--- config.mk ---
export PLATFORM = sky130hd
export DESIGN_NAME = dmac_top
export DESIGN_NICKNAME = d
export VERILOG_FILES = /design/src/dmac_pkg.sv /design/src/dmac_top.sv /design/src/dmac_unit.sv
export SDC_FILE = /design/constraint.sdc
export NUM_CORES = 2
export LEC_CHECK = 0
export BUFFER_PORTS_ARGS = -buffer_cell sky130_fd_sc_hd__buf_4
export CORE_AREA = 2 2 325 327
export CTS_BUF_LIST = sky130_fd_sc_hd__clkbuf_8
export DETAILED_ROUTE_END_ITERATION = 10
export DIE_AREA = 0 0 327 329
export PLACE_DENSITY = 0.55
export SETUP_SLACK_MARGIN = 0.4
export SYNTH_ARGS = -nofsm -noshare
export SYNTH_HDL_FRONTEND = slang
export SYNTH_SLANG_ARGS = --single-unit
--- constraint.sdc ---
create_clock -name clk -period 7 [get_ports clk]
set_input_delay 1.4 -clock clk [delete_from_list [all_inputs] [get_ports clk]]
set_output_delay 1.4 -clock clk [all_outputs]
set_load 0.02 [all_outputs]
--- src/dmac_pkg.sv ---
package dmac_pkg;

	// Accumulator and operand geometry
	localparam int ACC_W = 40;
	localparam int OPD_W = 16;
	localparam int PROD_W = 32;
	localparam int SUM_W = 42;

	// Operation select
	typedef enum logic [1:0] {
		DMAC_OP_NONE = 2'b00,
		DMAC_OP_LOAD = 2'b01,
		DMAC_OP_ADD = 2'b10,
		DMAC_OP_SUB = 2'b11
	} dmac_op_t;

	// Option select
	typedef enum logic [1:0] {
		DMAC_MODE_DEFAULT = 2'b00,
		DMAC_MODE_UNSIGNED = 2'b01,
		DMAC_MODE_SIGNED_INT = 2'b10,
		DMAC_MODE_SAT31 = 2'b11
	} dmac_mode_t;

	// Saturation bounds, as 42-bit signed values
	localparam logic [41:0] SAT_S40_MAX = 42'h07F_FFFF_FFFF;
	localparam logic [41:0] SAT_S40_MIN = 42'h380_0000_0000;
	localparam logic [41:0] SAT_U40_MAX = 42'h0FF_FFFF_FFFF;
	localparam logic [41:0] SAT_U40_MIN = 42'h000_0000_0000;
	localparam logic [41:0] SAT_S32_MAX = 42'h000_7FFF_FFFF;
	localparam logic [41:0] SAT_S32_MIN = 42'h3FF_8000_0000;

	// Special fractional case
	localparam logic [15:0] FRAC_MOST_NEG = 16'h8000;
	localparam logic [31:0] FRAC_MAX_PROD = 32'h7FFF_FFFF;

	// Reset value
	localparam logic [39:0] ACC_RESET = 40'h00_0000_0000;

endpackage

--- src/dmac_top.sv ---
////////////////////////////////////////////////////////////////////////////////
// Operation
// - Multiply two 16-bit half-word operands into the selected accumulator.
// - Load, add or subtract the product, always saturating the accumulator.
// - Unit zero works only on accumulator zero, unit one on accumulator one.
// - Default: signed 1.15 fractions, product shifted left, saturate to 9.31.
// - Fractional most-negative squared gives largest positive before accumulation.
// - Unsigned fraction: 0.16 operands, no shift, saturate to 8.32 unsigned.
// - Unsigned integers share that option: saturate between zero and all ones.
// - Signed integer: no shift, sign-extend, saturate to signed 40-bit range.
// - Bit-31 saturation: default fractions, accumulator limited to 1.31 range.
// - Mixed mode on unit one only: first source signed, second unsigned.
// - Mixed with bit-31 saturation: both units saturate at 32 bits.
// - Accumulator-zero overflow flag follows saturation of its result.
// - Accumulator-one overflow flag follows saturation of its result.
// - Sticky flags set with their overflow flag, otherwise hold.
// - No other status flag is touched by an operation.
module dmac_top (
	// Clock and reset
	input wire logic clk,
	input wire logic rst,
	// Unit zero request
	input wire dmac_pkg::dmac_op_t opZero,
	input wire logic [15:0] srcZeroA,
	input wire logic [15:0] srcZeroB,
	// Unit one request
	input wire dmac_pkg::dmac_op_t opOne,
	input wire logic [15:0] srcOneA,
	input wire logic [15:0] srcOneB,
	input wire logic mixedOne,
	// Shared option
	input wire dmac_pkg::dmac_mode_t mode,
	// Accumulators
	output logic [39:0] accumulatorZero,
	output logic [39:0] accumulatorOne,
	// Status flags
	output logic accZeroOverflowFlag,
	output logic accZeroStickyOverflow,
	output logic accOneOverflowFlag,
	output logic accOneStickyOverflow
);

	logic [39:0] resZero;
	logic [39:0] resOne;
	logic satZero;
	logic satOne;
	logic [39:0] next_accumulatorZero;
	logic [39:0] next_accumulatorOne;
	logic next_accZeroOverflowFlag;
	logic next_accZeroStickyOverflow;
	logic next_accOneOverflowFlag;
	logic next_accOneStickyOverflow;
	logic mixedOk;

	////////////////////////////////////////////////////////////////////////////
	// Lanes; mixed is hard-wired off on unit zero
	dmac_unit u_zero (
		.srcA(srcZeroA),
		.srcB(srcZeroB),
		.op(opZero),
		.mode(mode),
		.mixed(1'b0),
		.accIn(accumulatorZero),
		.accOut(resZero),
		.saturated(satZero)
	);

	// Mixed only honoured in default (fraction) or bit-31 mode, or signed integer
	assign mixedOk = mixedOne && (mode != dmac_pkg::DMAC_MODE_UNSIGNED);

	dmac_unit u_one (
		.srcA(srcOneA),
		.srcB(srcOneB),
		.op(opOne),
		.mode(mode),
		.mixed(mixedOk),
		.accIn(accumulatorOne),
		.accOut(resOne),
		.saturated(satOne)
	);

	////////////////////////////////////////////////////////////////////////////
	always_comb begin
		next_accumulatorZero = accumulatorZero;
		next_accumulatorOne = accumulatorOne;
		next_accZeroOverflowFlag = accZeroOverflowFlag;
		next_accZeroStickyOverflow = accZeroStickyOverflow;
		next_accOneOverflowFlag = accOneOverflowFlag;
		next_accOneStickyOverflow = accOneStickyOverflow;
		if (opZero != dmac_pkg::DMAC_OP_NONE) begin
			next_accumulatorZero = resZero;
			next_accZeroOverflowFlag = satZero;
			next_accZeroStickyOverflow = accZeroStickyOverflow | satZero;
		end
		// Separate branch so the lanes never interfere
		if (opOne != dmac_pkg::DMAC_OP_NONE) begin
			next_accumulatorOne = resOne;
			next_accOneOverflowFlag = satOne;
			next_accOneStickyOverflow = accOneStickyOverflow | satOne;
		end
	end

	always_ff @(posedge clk or posedge rst) begin
		if (rst) begin
			accumulatorZero <= dmac_pkg::ACC_RESET;
			accumulatorOne <= dmac_pkg::ACC_RESET;
			accZeroOverflowFlag <= 1'b0;
			accZeroStickyOverflow <= 1'b0;
			accOneOverflowFlag <= 1'b0;
			accOneStickyOverflow <= 1'b0;
		end else begin
			accumulatorZero <= next_accumulatorZero;
			accumulatorOne <= next_accumulatorOne;
			accZeroOverflowFlag <= next_accZeroOverflowFlag;
			accZeroStickyOverflow <= next_accZeroStickyOverflow;
			accOneOverflowFlag <= next_accOneOverflowFlag;
			accOneStickyOverflow <= next_accOneStickyOverflow;
		end
	end

	////////////////////////////////////////////////////////////////////////////
	// Checks
	a_load_zero_value: assert property (@(posedge clk) disable iff (rst)
		opZero != dmac_pkg::DMAC_OP_NONE |=> accumulatorZero == $past(resZero))
		else $error("Accumulator zero did not take its result");
	a_flag_zero_track: assert property (@(posedge clk) disable iff (rst)
		opZero != dmac_pkg::DMAC_OP_NONE |=> accZeroOverflowFlag == $past(satZero))
		else $error("Accumulator zero overflow flag wrong");
	a_flag_one_track: assert property (@(posedge clk) disable iff (rst)
		opOne != dmac_pkg::DMAC_OP_NONE |=> accOneOverflowFlag == $past(satOne))
		else $error("Accumulator one overflow flag wrong");
	a_sticky_zero_hold: assert property (@(posedge clk) disable iff (rst)
		accZeroStickyOverflow && !$rose(accZeroStickyOverflow) |=> accZeroStickyOverflow)
		else $error("Sticky zero dropped");
	a_sticky_one_set: assert property (@(posedge clk) disable iff (rst)
		accOneOverflowFlag |-> accOneStickyOverflow)
		else $error("Sticky one missing");
	a_idle_one_hold: assert property (@(posedge clk) disable iff (rst)
		opOne == dmac_pkg::DMAC_OP_NONE |=> $stable(accumulatorOne) && $stable(accOneOverflowFlag))
		else $error("Accumulator one changed while idle");
	a_sat31_range: assert property (@(posedge clk) disable iff (rst)
		opZero != dmac_pkg::DMAC_OP_NONE && mode == dmac_pkg::DMAC_MODE_SAT31
		|=> accumulatorZero[39:31] == {9{accumulatorZero[31]}})
		else $error("Bit-31 saturation exceeded");
	a_minsq_frac: assert property (@(posedge clk) disable iff (rst)
		opZero == dmac_pkg::DMAC_OP_LOAD && mode == dmac_pkg::DMAC_MODE_DEFAULT
		&& srcZeroA == dmac_pkg::FRAC_MOST_NEG && srcZeroB == dmac_pkg::FRAC_MOST_NEG
		|=> accumulatorZero == 40'h00_7FFF_FFFF && !accZeroOverflowFlag)
		else $error("Most negative square wrong");
	a_unsigned_int: assert property (@(posedge clk) disable iff (rst)
		opOne == dmac_pkg::DMAC_OP_LOAD && mode == dmac_pkg::DMAC_MODE_UNSIGNED
		|=> accumulatorOne == {8'h00, 32'($past(srcOneA)) * 32'($past(srcOneB))})
		else $error("Unsigned product wrong");

	a_load_one_value: assert property (@(posedge clk) disable iff (rst)
		opOne != dmac_pkg::DMAC_OP_NONE |=> accumulatorOne == $past(resOne))
		else $error("Accumulator one did not take its result");

	a_sticky_zero_set: assert property (@(posedge clk) disable iff (rst)
		accZeroOverflowFlag |-> accZeroStickyOverflow)
		else $error("Sticky zero missing");

	// Only reset may drop a sticky flag
	a_sticky_one_hold: assert property (@(posedge clk) disable iff (rst)
		accOneStickyOverflow |=> accOneStickyOverflow)
		else $error("Sticky one dropped");

	a_idle_zero_hold: assert property (@(posedge clk) disable iff (rst)
		opZero == dmac_pkg::DMAC_OP_NONE
		|=> $stable(accumulatorZero) && $stable(accZeroOverflowFlag))
		else $error("Accumulator zero changed while idle");

	a_sat31_one_range: assert property (@(posedge clk) disable iff (rst)
		opOne != dmac_pkg::DMAC_OP_NONE && mode == dmac_pkg::DMAC_MODE_SAT31
		|=> accumulatorOne[39:31] == {9{accumulatorOne[31]}})
		else $error("Bit-31 saturation exceeded on unit one");

	a_ufrac_load_zero: assert property (@(posedge clk) disable iff (rst)
		opZero == dmac_pkg::DMAC_OP_LOAD && mode == dmac_pkg::DMAC_MODE_UNSIGNED
		|=> accumulatorZero == {8'h00, 32'($past(srcZeroA)) * 32'($past(srcZeroB))})
		else $error("Unsigned fraction product wrong");

	// Integer products take no shift correction
	a_sint_load_one: assert property (@(posedge clk) disable iff (rst)
		opOne == dmac_pkg::DMAC_OP_LOAD && mode == dmac_pkg::DMAC_MODE_SIGNED_INT && !mixedOne
		|=> $signed(accumulatorOne) == $signed($past(srcOneA)) * $signed($past(srcOneB)))
		else $error("Signed integer product wrong");

	// Second source is read unsigned, still without shift
	a_mixed_load_one: assert property (@(posedge clk) disable iff (rst)
		opOne == dmac_pkg::DMAC_OP_LOAD && mode == dmac_pkg::DMAC_MODE_DEFAULT && mixedOne
		|=> $signed(accumulatorOne) == $signed($past(srcOneA)) * $signed({1'b0, $past(srcOneB)}))
		else $error("Mixed product wrong");

	a_frac_load_zero: assert property (@(posedge clk) disable iff (rst)
		opZero == dmac_pkg::DMAC_OP_LOAD && mode == dmac_pkg::DMAC_MODE_DEFAULT
		&& !(srcZeroA == dmac_pkg::FRAC_MOST_NEG && srcZeroB == dmac_pkg::FRAC_MOST_NEG)
		|=> $signed(accumulatorZero) == $signed({$past(srcZeroA), 1'b0}) * $signed($past(srcZeroB)))
		else $error("Fraction product wrong");

	// Unsigned accumulator may not wrap below zero
	a_usub_floor_one: assert property (@(posedge clk) disable iff (rst)
		opOne == dmac_pkg::DMAC_OP_SUB && mode == dmac_pkg::DMAC_MODE_UNSIGNED
		&& accumulatorOne < {8'h00, 32'(srcOneA) * 32'(srcOneB)}
		|=> accumulatorOne == dmac_pkg::SAT_U40_MIN[39:0] && accOneOverflowFlag)
		else $error("Unsigned floor not held");

	a_sat31_clamp_zero: assert property (@(posedge clk) disable iff (rst)
		opZero != dmac_pkg::DMAC_OP_NONE && mode == dmac_pkg::DMAC_MODE_SAT31 && satZero
		|=> accumulatorZero == dmac_pkg::SAT_S32_MAX[39:0]
		|| accumulatorZero == dmac_pkg::SAT_S32_MIN[39:0])
		else $error("Bit-31 clamp value wrong");

	a_s40_clamp_zero: assert property (@(posedge clk) disable iff (rst)
		opZero != dmac_pkg::DMAC_OP_NONE && mode == dmac_pkg::DMAC_MODE_DEFAULT && satZero
		|=> accumulatorZero == dmac_pkg::SAT_S40_MAX[39:0]
		|| accumulatorZero == dmac_pkg::SAT_S40_MIN[39:0])
		else $error("Fraction clamp value wrong");

	// Mixed request must not reach unit zero
	a_zero_ignores_mixed: assert property (@(posedge clk) disable iff (rst)
		opZero == dmac_pkg::DMAC_OP_LOAD && mode == dmac_pkg::DMAC_MODE_SAT31 && mixedOne
		&& srcZeroA == dmac_pkg::FRAC_MOST_NEG && srcZeroB == dmac_pkg::FRAC_MOST_NEG
		|=> accumulatorZero == 40'(dmac_pkg::FRAC_MAX_PROD))
		else $error("Unit zero took mixed mode");

endmodule

--- src/dmac_unit.sv ---
// One multiply-accumulate lane: product forming, accumulation, saturation
module dmac_unit (
	// Operands and controls
	input wire logic [15:0] srcA,
	input wire logic [15:0] srcB,
	input wire dmac_pkg::dmac_op_t op,
	input wire dmac_pkg::dmac_mode_t mode,
	input wire logic mixed,
	input wire logic [39:0] accIn,
	// Results
	output logic [39:0] accOut,
	output logic saturated
);

	logic signed [16:0] opA;
	logic signed [16:0] opB;
	logic signed [33:0] rawProd;
	logic signed [41:0] prodExt;
	logic signed [41:0] accExt;
	logic signed [41:0] sum;
	logic signed [41:0] hiBound;
	logic signed [41:0] loBound;
	logic isUnsigned;
	logic isFrac;

	always_comb begin
		isUnsigned = (mode == dmac_pkg::DMAC_MODE_UNSIGNED);
		isFrac = (mode == dmac_pkg::DMAC_MODE_DEFAULT) || (mode == dmac_pkg::DMAC_MODE_SAT31);
		// Extend to 17 bits so one signed multiplier serves every format
		opA = isUnsigned ? {1'b0, srcA} : {srcA[15], srcA};
		opB = (isUnsigned || mixed) ? {1'b0, srcB} : {srcB[15], srcB};
		rawProd = opA * opB;
		prodExt = 42'(rawProd);
		if (isFrac && !mixed) begin
			// Left-shift correction; the only overflow case is -1 * -1
			if (srcA == dmac_pkg::FRAC_MOST_NEG && srcB == dmac_pkg::FRAC_MOST_NEG) begin
				prodExt = 42'(dmac_pkg::FRAC_MAX_PROD);
			end else begin
				prodExt = 42'(rawProd <<< 1);
			end
		end
		// Accumulator value zero- or sign-extended to 42 bits by the signedness of the current format
		accExt = isUnsigned ? {2'b00, accIn} : {{2{accIn[39]}}, accIn};
		case (op)
			dmac_pkg::DMAC_OP_ADD: sum = accExt + prodExt;
			dmac_pkg::DMAC_OP_SUB: sum = accExt - prodExt;
			default: sum = prodExt;
		endcase
		case (mode)
			dmac_pkg::DMAC_MODE_UNSIGNED: begin
				hiBound = dmac_pkg::SAT_U40_MAX;
				loBound = dmac_pkg::SAT_U40_MIN;
			end
			dmac_pkg::DMAC_MODE_SAT31: begin
				hiBound = dmac_pkg::SAT_S32_MAX;
				loBound = dmac_pkg::SAT_S32_MIN;
			end
			default: begin
				hiBound = dmac_pkg::SAT_S40_MAX;
				loBound = dmac_pkg::SAT_S40_MIN;
			end
		endcase
		// Judged on the full 42-bit result before truncation
		if (sum > hiBound) begin
			accOut = hiBound[39:0];
			saturated = 1'b1;
		end else if (sum < loBound) begin
			accOut = loBound[39:0];
			saturated = 1'b1;
		end else begin
			accOut = sum[39:0];
			saturated = 1'b0;
		end
	end

endmodule

======== Yosys cells after proc, flatten, opt, wreduce, memory -nomap -nowiden ========
Index checks and enable logic that the tools add are counted.
word-level totals
  logic and storage cells ................. 61
  input bits .............................. 73
  flip-flop bits (word level) ............. 84
  output and inout port bits .............. 84
cells by class
  bitwise logic cells ..................... 2
  muxes and demuxes ....................... 22
  multiply operators ...................... 2
  eq/ne operators ......................... 11
  add/subtract/negate cells ............... 4
  reduce and logical (&&, ||, !) cells .... 10
  $lt $le $gt $ge ......................... 4
operator list
  operator                                                                number
  42-bit two-way mux                                                      6
  42-bit case mux with 2 select lines                                     3
  40-bit two-way mux                                                      4
  42-bit adder                                                            2
  42-bit less-than comparator                                             2
  42-bit subtractor                                                       2
  40-bit case mux with 2 select lines                                     1
  17-bit by 17-bit multiplier with 34-bit output                          2
  17-bit two-way mux                                                      4
  16-bit equality test (second input constant)                            4
  42-bit by 41-bit greater-than comparator with 1-bit output              1
  42-bit greater-than comparator                                          1
  2-bit equality test (second input constant)                             5
  1-bit logical AND                                                       4
  1-bit two-way mux                                                       4
  2-bit nonzero test                                                      2
  2-bit by 1-bit equality test with 1-bit output (second input constant)  1
  2-bit logical NOT                                                       1
  1-bit logical OR                                                        2
  2-bit by 1-bit != test with 1-bit output (second input constant)        1
  1-bit bitwise OR                                                        2
  1-bit logical NOT                                                       1

======== Logic depth before layout (Yosys ltp) ========
  depth after elaboration ................. 13
  depth in mapped cells ................... 60
  depth with buffers taken out ............ 55

======== Hierarchy ========
From an unflattened synthesis, not the netlist that was laid out.
second synthesis, totals
  cell total of the unflattened synthesis .. 4,387
  area total of the unflattened synthesis .. 37,071.8 sq um
modules (own cells, without submodules)
  module               times used  cells an instance  area each (sq um)  seq. area each (sq um)
  dmac_unit at u_one   1           2,123              17,050.1           0.0
  dmac_unit at u_zero  1           2,080              16,808.6           0.0
  dmac_top             1           184                3,213.1            2,102.0

======== Worst setup path before layout ========
OpenSTA, ideal clock, no wires.
  path kind ............................... input to register
  start ................................... in mode[1]
  end ..................................... reg accumulatorZero[8]
  data required time ...................... 6,879 ps
  stages .................................. 54
  setup time .............................. 121 ps
  path slack .............................. -6,642 ps
  arrival ................................. 13,522 ps
  buffers on the path ..................... 5
  cells stage by stage .................... inv_1 ha_1 buf_2 nor2b_1 clkbuf_1 nand2_1 inv_1 fa_1 inv_1 fa_1 inv_1 fa_1 fa_1 fa_1 inv_1 fa_1 inv_1 ha_1 [... 18 more ...] nor3b_1 o41ai_1 ha_1 nor4_1 nand3_1 or3b_2 o41ai_1 o2111ai_1 a2111oi_0 nand4_1 nor4_1 nand4_1 a21o_1 a21boi_2 buf_4 buf_4 nor3_1 nor2_1
on the way
  longest elaborated chain between the ends .. 10
  elaborated cells on any way between the ends .. 19
  those cells by class .................... add/sub (2); mul (1); order compare (2); eq/ne (2); mux (10); reduce/logical (2)
RTL lines
  element                                            line                              source
  start, declared                                    dmac_top.sv:32                    input wire dmac_pkg::dmac_mode_t mode,
  2-bit by 1-bit equality test with 1-bit output     dmac_unit.sv:27, dmac_unit.sv:49
  17-bit two-way mux, on equally long branches       dmac_unit.sv:30, dmac_unit.sv:31
  17-bit by 17-bit multiplier with 34-bit output     dmac_unit.sv:32                   rawProd = opA * opB;
  42-bit two-way mux                                 dmac_unit.sv:36                   if (srcA == dmac_pkg::FRAC_MOST_NEG && srcB == dmac_pkg::FRAC_MOST_NEG) begin
  42-bit two-way mux                                 dmac_unit.sv:34                   if (isFrac && !mixed) begin
  42-bit subtractor or 42-bit adder (tied branches)  dmac_unit.sv:46, dmac_unit.sv:45
  42-bit case mux with 2 select lines                dmac_unit.sv:44                   case (op)
  42-bit less-than comparator                        dmac_unit.sv:67                   end else if (sum < loBound) begin
  40-bit two-way mux                                 dmac_unit.sv:67
  40-bit two-way mux (*)                             dmac_unit.sv:64                   if (sum > hiBound) begin
  end signal, assigned                               dmac_top.sv:105                   accumulatorZero <= dmac_pkg::ACC_RESET;
  end signal, assigned                               dmac_top.sv:112                   accumulatorZero <= next_accumulatorZero;
  end, declared                                      dmac_top.sv:34                    output logic [39:0] accumulatorZero,
Mark *: on every way between the ends. The rest lies on a longest branch, timed or not.
A chain may end at the register's enable or synchronous reset.

======== Worst setup path in the final report ========
  start ................................... in mode[1]
  end ..................................... reg accumulatorZero[38]
Same word-level chain as after synthesis.

==> metrics <==
run status=finished, violations left; failing checks=setup timing; R2R Path End=accumulatorZero[38]; Final ANT Viol Nets=0; vias in the first global route=36,300; vias per cell=5.02; Pins Over Slew Limit=0; unrepaired setup endpoints after global routing=true; part of the Yosys area used for sequential elements=0.0579; Crit path required time=7310 ps; main flop type after synthesis=dfrtp_1; Layout area overhead=38.1%; Critical Path Slowest Stage Cell=fa_1; Clock H-tree levels=3; CTS tree=built; Initial Util=0.348; gr usage total=0.230; first-pass GRT wire length=199,000 µm; total wire length=122,000 µm; Root Driver=clkbuf_8; EDFF count, synth=0; kind of critical path=in -> reg; cell depth of the worst flop-to-flop path=30; Reg clk slew, reported paths=100 ps; Async SR Flop Fraction=1.00; DIE AREA=0.108 mm²; Horiz. Die Dim=327 µm; worst reg-to-reg setup slack=-130 ps; Cells after Synth=4,427; # DRC=0; Sink Count=84; crit path from=mode[1]; final cell count without fillers=7,018; most common cell after layout, fill and taps aside=buf_4; num rows=119; fill cell count=10,200; sequential cell area=0.00210 mm²; Setup crit end kind=register; post-synthesis cell type count=108; flops & latches, synth=84; hold path cells=1; Worst Hold End=accZeroStickyOverflow; Max Cap Violations=0; GRT overflow=0; final hold violations=0; CORE AREA=0.104 mm²; Num CTS Buffers=9; fmax=77.1 MHz; worst r2r src=accumulatorZero[0]; Layout Nets=6,584; Avg WL per Cell=17.4 µm; largest net degree at the start of global routing=52; clk buf depth=2; CP arrival=13,280 ps; die height=329 µm; via count=35,200; clk_skew=24.1 ps; Max stage delay on crit path=590 ps; worst skew pair latency=430 ps; post-route core utilization=0.480; fin crit share=1.85; I/O Pins=157; leading area contributor after synthesis=fa_1; DR pass1 iterations=6; Yosys top cell area share=0.328; CP Max Fanout=5; Setup TNS=-491,910 ps; Buf/Inv on CP=10; fin crit period=12,970 ps; CP startpoint kind=input port; most frequent cells in the layout=1,330 x buf_4, 687 x inv_1, 587 x fa_1, 517 x nand2_1, 276 x ha_1; Port Buffer Count=156; HPWL after DPL=104,000 µm; DRT iter0 DRCs=2,176; # setup viols final=84; initial antenna violation count=0; Mapped Area=0.0363 mm²; hold slack=497 ps; Avg Cell Area, Syn=8.19 µm²; placed cell count=6,938; synth top area cells=fa_1 33%, ha_1 10%, inv_1 7.3%, dfrtp_1 5.8%, nand2_1 5.5%; min-delay src=accZeroStickyOverflow; multi-input logic area=0.0325 mm²; global placer's final weighted congestion=0.971; Yosys warning total=0; actual slew at the worst max-slew pin=1180 ps; antenna diode count=0; Rel. slew slack=0.212; cell repeated most along the worst path=fa_1; fraction of layout cells with a size suffix above 1=0.321; Worst Hold Class=reg -> reg; final worst slack=-5970 ps; syn_nets=5,389; crit-path leading delay family=adder cells
-- cells in the mapped netlist (39+ instances only) --
| cell | n |
|---|---|
| inv_1 | 701 |
| fa_1 | 594 |
| nand2_1 | 532 |
| ha_1 | 295 |
| and2_1 | 277 |
| nor2_1 | 258 |
| a21oi_1 | 232 |
| clkbuf_1 | 163 |
| o21ai_0 | 145 |
| xnor2_1 | 110 |
| dfrtp_1 | 84 |
| xor2_1 | 67 |
| nand3_1 | 58 |
| a21o_1 | 56 |
| nor3_1 | 54 |
| a211oi_1 | 52 |
| o21ai_1 | 43 |
| a31oi_1 | 39 |
-- cell type report --
cell class	instances	area share
repair buffers	1385	0.217
inverters	703	0.0532
multi-input cells	3439	0.649
clock inverters	7	0.00117
flip-flops and latches	84	0.0420
well taps	1391	0.0348
clock buffers	9	0.00247
-- repair_timing --
| item | in CTS | in global routing |
|---|---|---|
| buffers inserted | 34 | 23 |
| setup endpoints to repair | 84 | 84 |
| gates resized for setup | 171 | 170 |
| pin swaps | 93 | 77 |
| cloned | 5 | 2 |
| hold buffers | 0 | 0 |
-- cell families after synthesis --
group,share of synthesized area
multiplexers,0.0123
XOR/XNOR,0.0427
buffers and inverters,0.0965
adder cells (fa/ha/maj),0.430
AO/OA/AOI/OAI,0.167
AND/OR/NAND/NOR,0.194
flip-flops,0.0579
-- per-stage QoR --
| stage | cell area (µm²) | setup slack [ps] |
|---|---|---|
| 3_5_place_dp | 47700 | -7410 |
| 6_report | 50100 | -5970 |
| 3_3_place_gp | 47700 | -7450 |
| 4_1_cts | 49000 | -6140 |
| 2_1_floorplan | 36700 | -5650 |
| 5_1_grt | 50100 | -6540 |
-- per-layer routing --
metal | track usage | vias up | routed length, µm
li1 | - | 17000 | -
met1 | 0.340 | 17300 | 58600
met2 | 0.373 | 810 | 56000
met3 | 0.0172 | 108 | 5570
met4 | 0.0415 | 0 | 2150
met5 | 0 | - | 0
-- state kept, by name, summed over array words and instances, names as in the netlist --
register and count:
accumulatorZero 40, accOneOverflowFlag 1, accZeroOverflowFlag 1, accumulatorOne 40, accZeroStickyOverflow 1, accOneStickyOverflow 1
-- worst max-delay path by stage --
stage / to / slack [ps] / cells past startpoint
2_1_floorplan: accumulatorZero[36] / -5650 / 55
3_3_place_gp: accumulatorZero[25] / -7450 / 53
3_5_place_dp: accumulatorZero[25] / -7410 / 55
4_1_cts: accumulatorZero[37] / -6140 / 53
5_1_grt: accumulatorZero[38] / -6540 / 52
6_report: accumulatorZero[38] / -5970 / 52
Power is left out: the tool's default activity adds up to more than one toggle a clock period on the data nets, which glitch-free logic cannot reach.
